### src/logic/motion_event_pkg.sv
// Shared constants, register map and helpers for the motion and tap block.
package motion_event_pkg;

    // ------------------------------------------------------------------
    // Clock and sample timing
    // ------------------------------------------------------------------
    localparam int    CLK_PERIOD_NS = 40;
    localparam longint STEP_FAST_NS = 2_500_000;   // Step at 400 Hz rate.
    localparam longint STEP_SLOW_NS = 10_000_000;  // Step at 100 Hz rate.
    localparam int    STEP_FAST_CYC = int'(STEP_FAST_NS / CLK_PERIOD_NS);
    localparam int    STEP_SLOW_CYC = int'(STEP_SLOW_NS / CLK_PERIOD_NS);
    localparam int    DIV_W         = 18;

    // ------------------------------------------------------------------
    // Register indices; the byte address is four times the index
    // ------------------------------------------------------------------
    localparam logic [7:0] IDX_M2_CFG   = 8'h34;
    localparam logic [7:0] IDX_M2_SRC   = 8'h35;
    localparam logic [7:0] IDX_M2_THS   = 8'h36;
    localparam logic [7:0] IDX_M2_DUR   = 8'h37;
    localparam logic [7:0] IDX_TAP_CFG  = 8'h38;
    localparam logic [7:0] IDX_TAP_SRC  = 8'h39;
    localparam logic [7:0] IDX_CTRL     = 8'h40;
    localparam logic [7:0] IDX_IRQ_STAT = 8'h41;
    localparam logic [7:0] IDX_IRQ_MASK = 8'h42;

    // ------------------------------------------------------------------
    // Field positions and widths
    // ------------------------------------------------------------------
    localparam int THS_W          = 7;
    localparam int THS_MODE_BIT   = 7;
    localparam int CFG_COMB_BIT   = 7;
    localparam int CFG_LATCH_BIT  = 6;
    localparam int EV_W           = 6;
    localparam int SRC_ACTIVE_BIT = 6;
    localparam int CTRL_RATE_BIT  = 0;
    localparam int IRQ_W          = 2;
    localparam int IRQ_M2_BIT     = 0;
    localparam int IRQ_TAP_BIT    = 1;

    // ------------------------------------------------------------------
    // Reset values
    // ------------------------------------------------------------------
    localparam logic [7:0]       THS_RST  = 8'h00;
    localparam logic [7:0]       DUR_RST  = 8'h00;
    localparam logic [7:0]       CFG_RST  = 8'h00;
    localparam logic [6:0]       TAP_RST  = 7'h00;
    localparam logic [0:0]       CTRL_RST = 1'h0;
    localparam logic [IRQ_W-1:0] MASK_RST = 2'h0;

    // Bus handshake states, Gray ordered.
    typedef enum logic [0:0] {
        BUS_IDLE = 1'b0,
        BUS_ACK  = 1'b1
    } bus_state_t;

    // Magnitude of a signed sample, saturated to the threshold width.
    function automatic logic [THS_W-1:0] magnitude(input logic [7:0] s);
        logic [7:0] n;
        n = s[7] ? 8'(~s + 8'h01) : s;
        return n[7] ? {THS_W{1'b1}} : n[THS_W-1:0];
    endfunction

endpackage

### src/logic/motion_event_click_detect.sv
// Motion generator two and tap source logic behind an Avalon-MM slave.
//
// Summary of operation
// - Seven-bit motion threshold in threshold low bits, reset zero.
// - Threshold top bit: 0 clears duration counter, 1 decrements it.
// - Eight-bit duration, reset zero, minimum persistence before interrupt.
// - At 400 Hz each duration count is 2.5 ms.
// - At 100 Hz each duration count is 10 ms.
// - Latched and event satisfied: duration counter holds its value.
// - Tap latch bit keeps tap flags until tap source is read.
// - Six tap enables, single and double per axis, reset zero.
// - Per axis: 00 none, 01 single, 10 double, 11 either.
// - Tap source active flag is one when enabled taps occurred.
// - Six tap event flags, one per tap kind and axis.
// - Reading motion source clears it and its interrupt output.
// - Combine bit: 0 ORs enabled events, 1 ANDs them.
// - High above threshold, low below threshold, each only if enabled.
//
// Our own choice: the Avalon-MM register port.
`timescale 1ns/1ps
module motion_event_click_detect
    import motion_event_pkg::*;
#(
    parameter int FAST_DIV = STEP_FAST_CYC,
    parameter int SLOW_DIV = STEP_SLOW_CYC
) (
    input  wire logic        ref_clk,
    input  wire logic        sys_rst,
    input  wire logic [9:0]  address,
    input  wire logic        read,
    input  wire logic        write,
    input  wire logic [31:0] writedata,
    input  wire logic [3:0]  byteenable,
    output logic [31:0]      readdata,
    output logic             waitrequest,
    input  wire logic [7:0]  accel_x,
    input  wire logic [7:0]  accel_y,
    input  wire logic [7:0]  accel_z,
    input  wire logic        tap_single_x,
    input  wire logic        tap_double_x,
    input  wire logic        tap_single_y,
    input  wire logic        tap_double_y,
    input  wire logic        tap_single_z,
    input  wire logic        tap_double_z,
    output logic             sample_tick,
    output logic             motion2_int,
    output logic             tap_int,
    output logic             irq
);
    import motion_event_pkg::*;

    // ------------------------------------------------------------------
    // Register state
    // ------------------------------------------------------------------
    logic [7:0]       m2_cfg_q;
    logic [7:0]       m2_ths_q;
    logic [7:0]       m2_dur_q;
    logic [6:0]       tap_cfg_q;
    logic [0:0]       ctrl_q;
    logic [IRQ_W-1:0] irq_stat_q;
    logic [IRQ_W-1:0] irq_mask_q;
    logic [31:0]      readdata_q;
    bus_state_t       bus_state_q;

    // ------------------------------------------------------------------
    // Internal nets
    // ------------------------------------------------------------------
    logic [7:0]       idx;
    logic             done;
    logic             wr_en;
    logic             rd_done;
    logic [31:0]      rd_mux;
    logic [DIV_W-1:0] div_q;
    logic [DIV_W-1:0] div_last;
    logic [THS_W-1:0] ths;
    logic [EV_W-1:0]  raw_ev;
    logic [EV_W-1:0]  en_ev;
    logic [EV_W-1:0]  m2_enable;
    logic             m2_active;
    logic             m2_fire;
    logic             m2_hold;
    logic [EV_W-1:0]  m2_flags;
    logic             m2_ia;
    logic [EV_W-1:0]  tap_raw;
    logic [EV_W-1:0]  tap_rep;
    logic [EV_W-1:0]  tap_flags;
    logic             tap_ia;
    logic             tap_any;
    logic [IRQ_W-1:0] irq_set;

    // ------------------------------------------------------------------
    // Avalon-MM slave handshake
    // ------------------------------------------------------------------

    // Every access takes exactly one wait state, so the read mux has a
    // full cycle before the data must stand at the completing edge.
    assign idx         = address[9:2];
    assign done        = (bus_state_q == BUS_ACK);
    assign waitrequest = (read || write) && !done;
    assign wr_en       = write && done && byteenable[0];
    assign rd_done     = read && done;
    assign readdata    = readdata_q;

    // Handshake sequencer: idle, then one acknowledge cycle.
    always_ff @(posedge ref_clk)
    begin
        if (sys_rst)
            bus_state_q <= BUS_IDLE;
        else
        begin
            case (bus_state_q)
                BUS_IDLE: if (read || write) bus_state_q <= BUS_ACK;
                BUS_ACK:  bus_state_q <= BUS_IDLE;
                default:  bus_state_q <= BUS_IDLE;
            endcase
        end
    end

    // Read mux; unmapped addresses and reserved bits read as zero.
    always_comb
    begin
        rd_mux = 32'h0000_0000;
        case (idx)
            IDX_M2_CFG:   rd_mux[7:0] = m2_cfg_q;
            IDX_M2_SRC:   rd_mux[7:0] = {1'b0, m2_ia, m2_flags};
            IDX_M2_THS:   rd_mux[7:0] = m2_ths_q;
            IDX_M2_DUR:   rd_mux[7:0] = m2_dur_q;
            IDX_TAP_CFG:  rd_mux[7:0] = {1'b0, tap_cfg_q};
            IDX_TAP_SRC:  rd_mux[7:0] = {1'b0, tap_ia, tap_flags};
            IDX_CTRL:     rd_mux[0:0] = ctrl_q;
            IDX_IRQ_STAT: rd_mux[IRQ_W-1:0] = irq_stat_q;
            IDX_IRQ_MASK: rd_mux[IRQ_W-1:0] = irq_mask_q;
            default:      rd_mux = 32'h0000_0000;
        endcase
    end

    // Read data is captured as the request is first seen and stands
    // through the completing edge.
    always_ff @(posedge ref_clk)
    begin
        if (sys_rst)
            readdata_q <= 32'h0000_0000;
        else if (read && !done)
            readdata_q <= rd_mux;
    end

    // ------------------------------------------------------------------
    // Configuration registers
    // ------------------------------------------------------------------

    // Motion generator settings; only the low byte lane is used.
    always_ff @(posedge ref_clk)
    begin
        if (sys_rst)
        begin
            m2_cfg_q <= CFG_RST;
            m2_ths_q <= THS_RST;
            m2_dur_q <= DUR_RST;
        end
        else if (wr_en)
        begin
            if (idx == IDX_M2_CFG) m2_cfg_q <= writedata[7:0];
            if (idx == IDX_M2_THS) m2_ths_q <= writedata[7:0];
            if (idx == IDX_M2_DUR) m2_dur_q <= writedata[7:0];
        end
    end

    // Tap configuration and the sample rate select.
    always_ff @(posedge ref_clk)
    begin
        if (sys_rst)
        begin
            tap_cfg_q <= TAP_RST;
            ctrl_q    <= CTRL_RST;
        end
        else if (wr_en)
        begin
            if (idx == IDX_TAP_CFG) tap_cfg_q <= writedata[6:0];
            if (idx == IDX_CTRL)
                ctrl_q <= writedata[CTRL_RATE_BIT +: 1];
        end
    end

    // ------------------------------------------------------------------
    // Sample rate divider
    // ------------------------------------------------------------------

    // The duration step is one sample period, so the rate select alone
    // sets the step length; changing the rate restarts no count.
    assign div_last = ctrl_q[0] ? DIV_W'(FAST_DIV - 1)
                                : DIV_W'(SLOW_DIV - 1);

    always_ff @(posedge ref_clk)
    begin
        if (sys_rst)
        begin
            div_q       <= '0;
            sample_tick <= 1'b0;
        end
        else
        begin
            sample_tick <= (div_q >= div_last);
            div_q       <= (div_q >= div_last) ? '0 : div_q + 1'b1;
        end
    end

    // ------------------------------------------------------------------
    // Motion generator two
    // ------------------------------------------------------------------

    // Per-axis comparisons, ordered Z high down to X low.
    assign ths    = m2_ths_q[THS_W-1:0];
    assign raw_ev = {magnitude(accel_z) > ths, magnitude(accel_z) < ths,
                     magnitude(accel_y) > ths, magnitude(accel_y) < ths,
                     magnitude(accel_x) > ths,
                     magnitude(accel_x) < ths};
    assign m2_enable = m2_cfg_q[EV_W-1:0];
    assign en_ev     = raw_ev & m2_enable;

    // With AND, every enabled event must hold and at least one must be
    // enabled, otherwise an empty set would fire on every sample.
    assign m2_active = m2_cfg_q[CFG_COMB_BIT]
                     ? ((en_ev == m2_enable) && (m2_enable != '0))
                     : (|en_ev);

    // A satisfied latched event freezes the duration count.
    assign m2_hold = m2_cfg_q[CFG_LATCH_BIT] && m2_ia;

    motion_duration_counter #(
        .W (8)
    ) u_duration (
        .ref_clk      (ref_clk),
        .sys_rst      (sys_rst),
        .step         (sample_tick),
        .active       (m2_active),
        .hold         (m2_hold),
        .release_mode (m2_ths_q[THS_MODE_BIT]),
        .duration     (m2_dur_q),
        .expired      (m2_fire)
    );

    // Unlatched, the source follows each sample; latched, it keeps
    // the events until the host reads it.
    event_source_reg #(
        .W (EV_W)
    ) u_m2_source (
        .ref_clk  (ref_clk),
        .sys_rst  (sys_rst),
        .update   (sample_tick),
        .events   (m2_fire ? en_ev : '0),
        .latch    (m2_cfg_q[CFG_LATCH_BIT]),
        .rd_clr   (rd_done && (idx == IDX_M2_SRC)),
        .flags_q  (m2_flags),
        .active_q (m2_ia)
    );

    assign motion2_int = m2_ia;

    // ------------------------------------------------------------------
    // Tap source
    // ------------------------------------------------------------------

    // Each pair of enables picks single, double or both per axis.
    assign tap_raw = {tap_double_z, tap_single_z, tap_double_y,
                      tap_single_y, tap_double_x, tap_single_x};
    assign tap_rep = tap_raw & tap_cfg_q[EV_W-1:0];
    assign tap_any = |tap_rep;

    // Unlatched flags show the most recent reported tap until the next
    // one or a read; latched flags accumulate until read.
    event_source_reg #(
        .W (EV_W)
    ) u_tap_source (
        .ref_clk  (ref_clk),
        .sys_rst  (sys_rst),
        .update   (tap_any),
        .events   (tap_rep),
        .latch    (tap_cfg_q[CFG_LATCH_BIT]),
        .rd_clr   (rd_done && (idx == IDX_TAP_SRC)),
        .flags_q  (tap_flags),
        .active_q (tap_ia)
    );

    assign tap_int = tap_ia;

    // ------------------------------------------------------------------
    // Interrupt status and mask
    // ------------------------------------------------------------------

    assign irq_set[IRQ_M2_BIT]  = sample_tick && m2_fire;
    assign irq_set[IRQ_TAP_BIT] = tap_any;

    // Sticky status, cleared by writing one; a new event wins over the
    // clear in the same cycle so none is lost.
    always_ff @(posedge ref_clk)
    begin
        if (sys_rst)
            irq_stat_q <= '0;
        else if (wr_en && (idx == IDX_IRQ_STAT))
            irq_stat_q <= (irq_stat_q & ~writedata[IRQ_W-1:0]) | irq_set;
        else
            irq_stat_q <= irq_stat_q | irq_set;
    end

    // Mask register, a one lets the status bit reach the output.
    always_ff @(posedge ref_clk)
    begin
        if (sys_rst)
            irq_mask_q <= MASK_RST;
        else if (wr_en && (idx == IDX_IRQ_MASK))
            irq_mask_q <= writedata[IRQ_W-1:0];
    end

    // Level interrupt, registered to keep the pin glitch free.
    always_ff @(posedge ref_clk)
    begin
        if (sys_rst)
            irq <= 1'b0;
        else
            irq <= |(irq_stat_q & irq_mask_q);
    end

endmodule // motion_event_click_detect

### src/logic/motion_duration_counter.sv
// Duration counter of the second motion generator.
`timescale 1ns/1ps
module motion_duration_counter #(
    parameter int W = 8
) (
    input  wire logic         ref_clk,
    input  wire logic         sys_rst,
    input  wire logic         step,
    input  wire logic         active,
    input  wire logic         hold,
    input  wire logic         release_mode,
    input  wire logic [W-1:0] duration,
    output logic              expired
);
    logic [W-1:0] count_q;

    // The event fires once it has persisted for the programmed steps.
    assign expired = active && (count_q >= duration);

    // Count on each sample step; hold while a latched event waits.
    always_ff @(posedge ref_clk)
    begin
        if (sys_rst)
            count_q <= '0;
        else if (step && !hold)
        begin
            if (active)
            begin
                if (count_q < duration)
                    count_q <= count_q + 1'b1;
            end
            else if (release_mode)
            begin
                if (count_q != '0)
                    count_q <= count_q - 1'b1;
            end
            else
                count_q <= '0;
        end
    end
endmodule // motion_duration_counter

### src/logic/event_source_reg.sv
// Event source flags, optionally latched until read.
`timescale 1ns/1ps
module event_source_reg #(
    parameter int W = 6
) (
    input  wire logic         ref_clk,
    input  wire logic         sys_rst,
    input  wire logic         update,
    input  wire logic [W-1:0] events,
    input  wire logic         latch,
    input  wire logic         rd_clr,
    output logic [W-1:0]      flags_q,
    output logic              active_q
);
    logic [W-1:0] flags_d;

    // A new event on the clearing read survives: set wins over clear.
    always_comb
    begin
        flags_d = flags_q;
        if (latch)
            flags_d = (rd_clr ? '0 : flags_q) | (update ? events : '0);
        else if (update)
            flags_d = events;
        else if (rd_clr)
            flags_d = '0;
    end

    // Flags and the summary flag move together.
    always_ff @(posedge ref_clk)
    begin
        if (sys_rst)
        begin
            flags_q  <= '0;
            active_q <= 1'b0;
        end
        else
        begin
            flags_q  <= flags_d;
            active_q <= |flags_d;
        end
    end
endmodule // event_source_reg

### config.mk
export PLATFORM = sky130hd
export DESIGN_NAME = motion_event_click_detect
export DESIGN_NICKNAME = d
export VERILOG_FILES = /design/src/logic/motion_event_pkg.sv /design/src/logic/motion_event_click_detect.sv /design/src/logic/motion_duration_counter.sv /design/src/logic/event_source_reg.sv
export SDC_FILE = /design/constraint.sdc
export NUM_CORES = 1
export LEC_CHECK = 0
export BUFFER_PORTS_ARGS = -buffer_cell sky130_fd_sc_hd__buf_2
export CORE_MARGIN = 2
export CORE_UTILIZATION = 55
export DETAILED_ROUTE_END_ITERATION = 12
export PLACE_DENSITY = 0.77
export SYNTH_ARGS = -nofsm -noshare
export SYNTH_HDL_FRONTEND = slang
export SYNTH_SLANG_ARGS = --single-unit
### constraint.sdc
create_clock -name ref_clk -period 8.4 [get_ports ref_clk]
set_input_delay 0.42 -clock ref_clk [delete_from_list [all_inputs] [get_ports ref_clk]]
set_output_delay 0.42 -clock ref_clk [all_outputs]
set_load 0.03 [all_outputs]
# Word-level counts from Yosys, hierarchy flattened
# Index checks and enable logic that the tools add are counted.
# op_classes
n_eq_ne	12
n_reduce_logical	31
n_mux	27
add_sub_neg	6
order_cmp	9
bitwise_logic	13
# op_table
op	n
8-bit two-way mux	7
6-bit two-way mux	9
8-bit by 6-bit equality test with 1-bit output (second input constant)	6
6-bit one-hot mux with 6 select lines	1
8-bit by 1-bit adder with 8-bit output (second input constant)	4
8-bit by 7-bit equality test with 1-bit output (second input constant)	3
8-bit inverter	3
6-bit OR reduction	4
7-bit greater-than comparator	3
7-bit < comparator	3
7-bit two-way mux	3
18-bit by 1-bit adder with 18-bit output (second input constant)	1
18-bit greater-or-equal comparator	1
18-bit two-way mux	1
1-bit logical AND	14
6-bit AND	2
6-bit OR	2
2-bit AND reduction	5
1-bit one-hot mux with 9 select lines	1
8-bit greater-or-equal comparator	1
8-bit < comparator	1
1-bit one-hot mux with 8 select lines	1
8-bit nonzero test	1
8-bit by 1-bit subtractor with 8-bit output (second input constant)	1
15 further kinds	20
# totals
input_bits	80
ff_bits	87

# Depth between registers and ports, before layout
# Gate-level depths: netlist of run 1.
# logic_depth
ltp_word	15
mapped_depth	18
mapped_depth_nobuf	17

# By module
# A second synthesis of run 1 with hierarchy kept.
# unflattened
hier_cells	735
area_unflattened_um2	5952.0
# modules_own_cells
module	cells_per_inst	area_per_inst_um2	n_inst
motion_event_click_detect	552	4423.0	1
motion_duration_counter	125	968.4	1
event_source_reg	29	280.3	2

# Worst setup path after synthesis of run 1
# OpenSTA, ideal clock, no wires.
# synth_timing
path_type	input-to-reg
from	input accel_x[1]
to	register u_duration.count_q[5]
cell_stages	15
path_buffers	1
arrival_ns	3.963
path_slack_ns	4.344
cell_sequence	inv_1 > nand2_1 > nor4_1 > nand3_1 > nand2_1 > ha_1 > a21oi_1 > a21oi_1 > a2111oi_2 > mux2_2 > nor4b_1 > nor2_2 > clkbuf_1 > o221a_2 > o32ai_1
# synth_via
elab_chain_cells	11
word_cells_on_any_way	15
cone_classes	1 x add/sub; 2 x order compare; 3 x eq/ne; 4 x mux; 2 x bitwise; 3 x reduce/logical
# synth_rtl
element	line	source
start, declared	motion_event_click_detect.sv:36	input wire logic [7:0] accel_x,
8-bit inverter	motion_event_pkg.sv:60	n = s[7] ? 8'(~s + 8'h01) : s;
8-bit by 1-bit adder with 8-bit output	motion_event_pkg.sv:60	
8-bit two-way mux *	motion_event_pkg.sv:60	
7-bit two-way mux *	motion_event_pkg.sv:61	return n[7] ? {THS_W{1'b1}} : n[THS_W-1:0];
7-bit < comparator or 7-bit greater-than comparator (tied branches)	motion_event_click_detect.sv:216, motion_event_click_detect.sv:215	
6-bit AND *	motion_event_click_detect.sv:218	assign en_ev = raw_ev & m2_enable;
6-bit equality test	motion_event_click_detect.sv:223	? ((en_ev == m2_enable) && (m2_enable != '0))
1-bit logical AND	motion_event_click_detect.sv:223	
1-bit two-way mux *	motion_event_click_detect.sv:223	
3-bit by 1-bit inequality test with 1-bit output (no source line) or 2-bit inequality test (tied branches)	-	
3-bit AND reduction (no source line)	-	
end signal, assigned	motion_duration_counter.sv:30	count_q <= count_q + 1'b1;
end signal, assigned	motion_duration_counter.sv:35	count_q <= count_q - 1'b1;
end, declared	motion_duration_counter.sv:15	logic [W-1:0] count_q;
# Every way passes the cells marked *; elsewhere a longest branch is shown, timed or not.
# A chain may end at the register's enable or synchronous reset.

# Final worst setup path of run 1
# Ends and elaborated chain as after synthesis.

==> results of run 1 <==
==> cell type report <==
type	instances	area, um2	area share [%]
multi-input combinational	568	3573	58.42
sequential	87	1742	28.47
timing repair buffer	66	337.8	5.523
tap	133	166.4	2.720
clock buffer	12	145.1	2.373
inverter	29	108.9	1.779
clock inverter	3	43.79	0.7159
==> state kept, by name, summed over array words and instances, names as in the netlist <==
name and cells:
m2_dur_q 8, u_tap_source.flags_q 6, m2_ths_q 8, irq_mask_q 2
irq 1, u_m2_source.flags_q 6, ctrl_q 1, tap_cfg_q 7
u_m2_source.active_q 1, m2_cfg_q 8, u_tap_source.active_q 1, bus_state_q 1
readdata 8, irq_stat_q 2, div_q 18, sample_tick 1
u_duration.count_q 8
==> layout by cell type, fill, tap and decap left out, types with 11 or more instances in the layout <==
| cell | count |
|---|---|
| nand2_1 | 74 |
| a31oi_1 | 11 |
| nand3_1 | 46 |
| mux2i_1 | 23 |
| xnor2_1 | 12 |
| ha_1 | 44 |
| inv_1 | 29 |
| buf_2 | 63 |
| a22oi_1 | 24 |
| o21ai_0 | 26 |
| xor2_1 | 13 |
| and3_1 | 14 |
| dfxtp_1 | 87 |
| conb_1 | 24 |
| nor2_1 | 92 |
| a21oi_1 | 46 |
==> worst max-delay path: stages <==
cell and delay (ns):
buf_2 0.09, inv_1 0.08, nand2_1 0.07, nor4_1 0.50, o21ai_0 0.18, o21ai_0 0.20
ha_1 0.30, nand4_1 0.15, a21oi_1 0.07, a2111oi_2 0.60, mux2_2 0.40, nor4b_1 0.60
nor2_2 0.31, mux2_2 0.44, nand2b_1 0.16, o32ai_1 0.29
==> cell families (layout without fill, tap and decap cells) <==
logic type	count (synthesis)	count (layout)
buf+inv	81	110
xor+xnor	25	25
mux	28	28
fa+ha+maj	44	44
simple gates	287	287
flops	87	87
other cells	1	24
compound gates	160	160
==> per-stage QoR <==
step	cell area (um2)	hold slack [ns]	worst slack (ns)	util, %
after global routing	6117	0.3364	3.347	62.01
after CTS	6117	0.3130	3.795	62.01
final	6117	0.3185	3.803	62.01
after floorplan	5725	0.4259	4.344	-
after global placement	5928	0.4382	3.554	60.10
after detailed placement	5928	0.4524	3.419	60.10
==> layer usage <==
layer | vias to the layer above | global-route usage, %
li1 | 2616 | -
met1 | 2493 | 31.29
met2 | 180 | 41.15
met3 | 21 | 4.638
met4 | 0 | 9.238
met5 | - | 0
==> path summary, 6_finish.rpt <==
| path | slack (ns) | start | cells after the start | to |
|---|---|---|---|---|
| worst max register to register | 4.39 | m2_ths_q[2]$_SDFFE_PP0P_ | 11 | u_duration.count_q[5]$_SDFFE_PP0P_ |
| worst max-delay path | 3.80 | accel_x[1] | 16 | u_duration.count_q[5]$_SDFFE_PP0P_ |
| worst min-delay path | 0.32 | tap_double_y | 3 | u_tap_source.flags_q[3]$_SDFF_PP0_ |
| worst min register to register | 0.47 | div_q[0]$_SDFF_PP0_ | 1 | div_q[0]$_SDFF_PP0_ |
==> power breakdown <==
part | total [mW] | internal (mW) | switching [mW]
Clock | 0.290 | 0.144 | 0.146
Combinational | 0.112 | 0.0369 | 0.0747
Sequential | 0.419 | 0.416 | 0.00295
Total | 0.820 | 0.597 | 0.223
==> reports/results.ini, run 1 <==
[status]
outcome = finished, final reports clean

[logic_synthesis]
ys_warn_count = 0
synth_cell_types = 57
netlist_top_cells_area = dfxtp_1 (31%), ha_1 (9.8%), nor2_1 (6.1%), nand2_1 (4.9%), a21oi_1 (4.1%)
synthSimpleGateAreaFrac_pct = 23.83
syn_inst = 713
synth.area.mux_share_pct = 5.281
synthXorXnorAreaFrac_pct = 3.883
postSynth.asyncResetShare_pct = 0
post-synth-top-area-cell = dfxtp_1
ys_ff_latch = 87
synth_edf_count = 0
synth_compound_area_share_pct = 19.01
synth_commonest_cells = nor2_1 (92), dfxtp_1 (87), nand2_1 (74)
synth_top_family_by_area = simple AND/OR/NAND/NOR gates
synth_most_common_cell = nor2_1
synth-main-ff-cell = dfxtp_1
yosys.area_share.adder_pct = 9.763
netlist_area_um2 = 5639
synth_top_area_share_pct = 30.89
seq_area_frac_synth_pct = 30.89
synth_area_per_cell_um2 = 7.909

[critical_path]
path_class = primary input to register
start_kind = primary input
critPathMaxFanout = 19
critPathArrivalTime_ns = 4.88
end_kind = register
cp.required_ns = 8.68

[finish]
nets = 885
drive_gt1_share_pct = 12.16
finalNonFillerCells = 898
antenna_cells = 0
syn2layout_area_growth_pct = 8.476
num-fill-cells = 890

[routing]
viasPerCell = 5.913
met1_length_mm = 6.012
wl_met2_mm = 6.505
drt_first_iter_violations = 323
top_layer_used = met4
dr.pass1.iters = 5
vias = 5310
wl_per_cell_um = 15.09
drc = 0
antenna_left = 0
wl_met3_um = 757
routed_wl_mm = 13.55

[floorplan]
start_util_pct = 57.17
fp-row-count = 36
die_h_um = 105.3
die_w_um = 105.3
ioPinCount = 117
core_um2 = 9864
dieArea_um2 = 11080

[clock_network]
path_clk_slew_ns = 0.09
cts_max_path_buffers = 2
holdBufCountCts = 0
cts_sinks = 87
cts_setup_buffers = 0
clk_latency_ns = 0.37
cts_buffers = 9
htreeDepth = 3
cts_resized = 0
cts_tree = done
cts-root-buf = clkbuf_8

[timing]
drv_slew = 0
relSlewSlack_pct = 34.77
rsz0062_at_grt = no
finalHoldViolCount = 0
fin_crit_sh_pct = 54.73
setup-violations-final = 0
fmax_mhz = 217.5
finalSetupTns_ns = 0
fin_skew_ns = 0.01046
worstMarginPinSlew_ns = 0.9765
fin_crit_ns = 4.597

[global_route]
track_usage_pct = 24.56
grt_antenna_before_repair = 0
grt_first_pass_wirelength_mm = 22.45
grt-ovfl-total = 0
first_global_vias = 4836
grt_max_degree = 72

[pwr]
total_power_mw = 0.8203
p_per_area_nw_per_um2 = 134.1
peakVddDrop_mv = 0.08264
power.leakage_nw = 2.519

[placed_design]
gp_congestion = 0.8677
dp.cells = 883
hpwl_mm = 10.13
port_buffers = 63

[min_path]
hold_path_class = primary input to register

[run]
maxCapViolations = 0

Note: power is estimated with default switching activity, not from simulation.
==> run 2: changes to the inputs <==
==> constraint.sdc (replaced) <==
create_clock -name ref_clk -period 4.4 [get_ports ref_clk]
set_input_delay 0.22 -clock ref_clk [delete_from_list [all_inputs] [get_ports ref_clk]]
set_output_delay 0.22 -clock ref_clk [all_outputs]
set_load 0.03 [all_outputs]
==> run 2 against run 1 <==
Setup slack lost 3.3 ns. Cell count grew 0.45%. Clock skew barely moved. Via count increased by 0.13%. Largest power group unchanged.
==> reports/results.ini, run 2 (same netlist as run 1, synthesis figures left out) <==
[routing]
antenna_left = 0  ; unchanged
drt_first_iter_violations = 345  ; was 323
dr.pass1.iters = 5  ; unchanged
viasPerCell = 5.895  ; was 5.913
vias = 5317  ; was 5310
routed_wl_mm = 13.80  ; was 13.55 mm
drc = 0  ; unchanged
wl_per_cell_um = 15.30  ; was 15.09 um

[clock_network]
clk_latency_ns = 0.36  ; was 0.37 ns
htreeDepth = 3  ; unchanged
cts-root-buf = clkbuf_8  ; unchanged
cts_resized = 0  ; unchanged
cts_buffers = 9  ; unchanged
cts_max_path_buffers = 2  ; unchanged
holdBufCountCts = 0  ; unchanged
cts_sinks = 87  ; unchanged
path_clk_slew_ns = 0.09  ; about the same
cts_tree = done  ; unchanged
cts_setup_buffers = 0  ; unchanged

[timing]
fin_crit_ns = 3.880
fin_skew_ns = 0.009990  ; was 0.01046 ns
finalHoldViolCount = 0  ; unchanged
finalSetupTns_ns = 0  ; unchanged
relSlewSlack_pct = 39.09  ; was 34.77%
drv_slew = 0  ; unchanged
setup-violations-final = 0  ; unchanged
fin_ws_ns = 0.5197  ; was 3.803 ns
rsz0062_at_grt = no  ; unchanged
worstMarginPinSlew_ns = 0.9117  ; was 0.9765 ns
fmax_mhz = 257.7
fin_crit_sh_pct = 88.19

[pwr]
p_sw_mw = 0.4301  ; was 0.2232 mW
total_power_mw = 1.631  ; was 0.8203 mW
comb_power_share_pct = 13.1  ; was 13.6%
power.leakage_nw = 2.547  ; was 2.519 nW
p_clk_share_pct = 37.8  ; was 35.3%
p_per_area_nw_per_um2 = 264.2  ; was 134.1 nW/um2
p_int_mw = 1.201  ; was 0.5971 mW
peakVddDrop_mv = 0.1911  ; was 0.08264 mV
seq_power_share_pct = 49.0  ; was 51.1%
switching_share_pct = 26.36  ; was 27.21%

[finish]
nets = 888  ; was 885
layout_common_cells = nor2_1 (92), dfxtp_1 (87), nand2_1 (74)  ; unchanged
finish.utilization_pct = 62.58  ; was 62.01%
mostFrequentLayoutCell = nor2_1  ; unchanged
largest_reg_flops = 18  ; unchanged
syn2layout_area_growth_pct = 9.474  ; was 8.476%
drive_gt1_share_pct = 12.74  ; was 12.16%
finalInstanceArea_um2 = 6173  ; was 6117 um2
antenna_cells = 0  ; unchanged
top_register = div_q  ; unchanged
num-fill-cells = 883  ; was 890

[placed_design]
port_buffers = 63  ; unchanged
hpwl_mm = 10.42  ; was 10.13 mm
place_area_um2 = 5951  ; was 5928 um2
gp_congestion = 0.8626  ; was 0.8677
place_ws_ns = 0.2298  ; was 3.419 ns

[floorplan]
die_h_um = 105.3  ; unchanged
core_um2 = 9864  ; unchanged
dieArea_um2 = 11080  ; unchanged
fp-row-count = 36  ; unchanged
die_w_um = 105.3  ; unchanged
start_util_pct = 57.17  ; unchanged
ioPinCount = 117  ; unchanged

[global_route]
grt-ovfl-total = 0  ; unchanged
grt_first_pass_wirelength_mm = 22.72  ; was 22.45 mm
globalRouteMet1Util_pct = 31.66  ; was 31.29%
track_usage_pct = 24.88  ; was 24.56%
gr-max-usage-layer = met2  ; unchanged
met3_usage_pct = 5.257  ; was 4.638%
met2_usage_pct = 41.38  ; was 41.15%
grt_max_degree = 72  ; unchanged
grt_antenna_before_repair = 0  ; unchanged
first_global_vias = 4959  ; was 4836

[critical_path]
critPathArrivalTime_ns = 4.15  ; was 4.88 ns
critPathMaxFanout = 11  ; was 19
end_kind = register  ; unchanged
cp.required_ns = 4.67  ; was 8.68 ns
path_class = primary input to register  ; unchanged
cp_cell_sequence = buf_2 -> inv_1 -> nand2_1 -> nor4_1 -> o21ai_0 -> o21ai_0 -> ha_1 -> nand4_1 -> a21oi_1 -> a2111oi_2 -> mux2_2 -> nor4b_1 -> buf_4 -> nor2_2 -> mux2_2 -> nand2b_1 -> o32ai_1  ; was buf_2 -> inv_1 -> nand2_1 -> nor4_1 -> o21ai_0 -> o21ai_0 -> ha_1 -> nand4_1 -> a21oi_1 -> a2111oi_2 -> mux2_2 -> nor4b_1 -> nor2_2 -> mux2_2 -> nand2b_1 -> o32ai_1
timing.rr.start = ctrl_q$_SDFFE_PP0P_  ; was m2_ths_q[2]$_SDFFE_PP0P_
max_stage_delay_ns = 0.54  ; was 0.60 ns
path_buf_inv = 3  ; was 2
cp_slowest_cell = nor4_1  ; was a2111oi_2
reg2reg_depth = 10  ; was 11
r2r_end = div_q[11]$_SDFF_PP0_  ; was u_duration.count_q[5]$_SDFFE_PP0P_
path_delay_family = simple AND/OR/NAND/NOR gates  ; unchanged
start_kind = primary input  ; unchanged
r2r_slack_ns = 1.01  ; was 4.39 ns

[status]
outcome = finished, final reports clean  ; unchanged

[run]
maxCapViolations = 0  ; unchanged

[min_path]
hp-start = tap_single_y  ; was tap_double_y
hold_path_end = u_tap_source.flags_q[2]$_SDFF_PP0_  ; was u_tap_source.flags_q[3]$_SDFF_PP0_
hold_depth = 3  ; unchanged
hold_path_class = primary input to register  ; unchanged

==> run 2: cell count changes in the layout (fill, tap and decap cells not counted), sizes merged <==
cell | previous run | this run
buf | 66 | 69
clkbuf | 12 | 11
clkinvlp | 0 | 1
bufinv | 1 | 2
==> run 2: how the worst max path moves through the flow <==
stage | slack [ns] | cells after the start | end | start
floorplan | 0.54 | 15 | u_duration.count_q[5]$_SDFFE_PP0P_ | accel_x[1]
global placement | 0.27 | 17 | u_duration.count_q[4]$_SDFFE_PP0P_ | accel_x[1]
detailed placement | 0.23 | 17 | u_duration.count_q[4]$_SDFFE_PP0P_ | accel_x[1]
CTS | 0.59 | 17 | u_duration.count_q[4]$_SDFFE_PP0P_ | accel_x[1]
global route | 0.14 | 17 | u_duration.count_q[4]$_SDFFE_PP0P_ | accel_x[1]
finish | 0.52 | 17 | u_duration.count_q[5]$_SDFFE_PP0P_ | accel_x[1]
==> run 2: power groups by stage <==
stage | Clock, mW | Combinational (mW) | Sequential (mW)
floorplan | 0 | 0.157 | 0.826
global placement | 0 | 0.204 | 0.818
CTS | 0.629 | 0.213 | 0.800
detailed placement | 0 | 0.212 | 0.818
global route | 0.660 | 0.239 | 0.801
finish | 0.617 | 0.214 | 0.800
==> run 2: metrics by stage <==
stage / hold WS, ns / instances
2_1_floorplan: 0.3639 / 736
3_3_place_gp: 0.4387 / 886
3_5_place_dp: 0.4456 / 886
4_1_cts: 0.1221 / 902
5_1_grt: 0.1283 / 902
6_report: 0.1245 / 902
==> run 2: final cells by class <==
type	count	area, um2	share of cell area, %
clock inverter	5	81.33	1.317
tap	133	166.4	2.696
inverter	29	108.9	1.763
clock buffer	11	141.4	2.290
timing repair buffer	69	360.3	5.837
multi-input combinational	568	3573	57.88
sequential	87	1742	28.21
==> run 2: layer usage <==
metal,vias up,part of all wire [%],wire (um)
met1,2488,43,5915
met2,171,49,6741
met5,-,0,0
li1,2627,-,-
met3,31,6.0,826
met4,0,2.3,320
==> run 2: worst register-to-register path: cells and delay by family (launching register included) <==
kind / cells / cell delay, ns
DFF: 1 / 0.52
and+or+nand+nor: 1 / 0.19
adders and majority gates: 1 / 0.30
AOI/OAI and AO/OA: 8 / 2.33
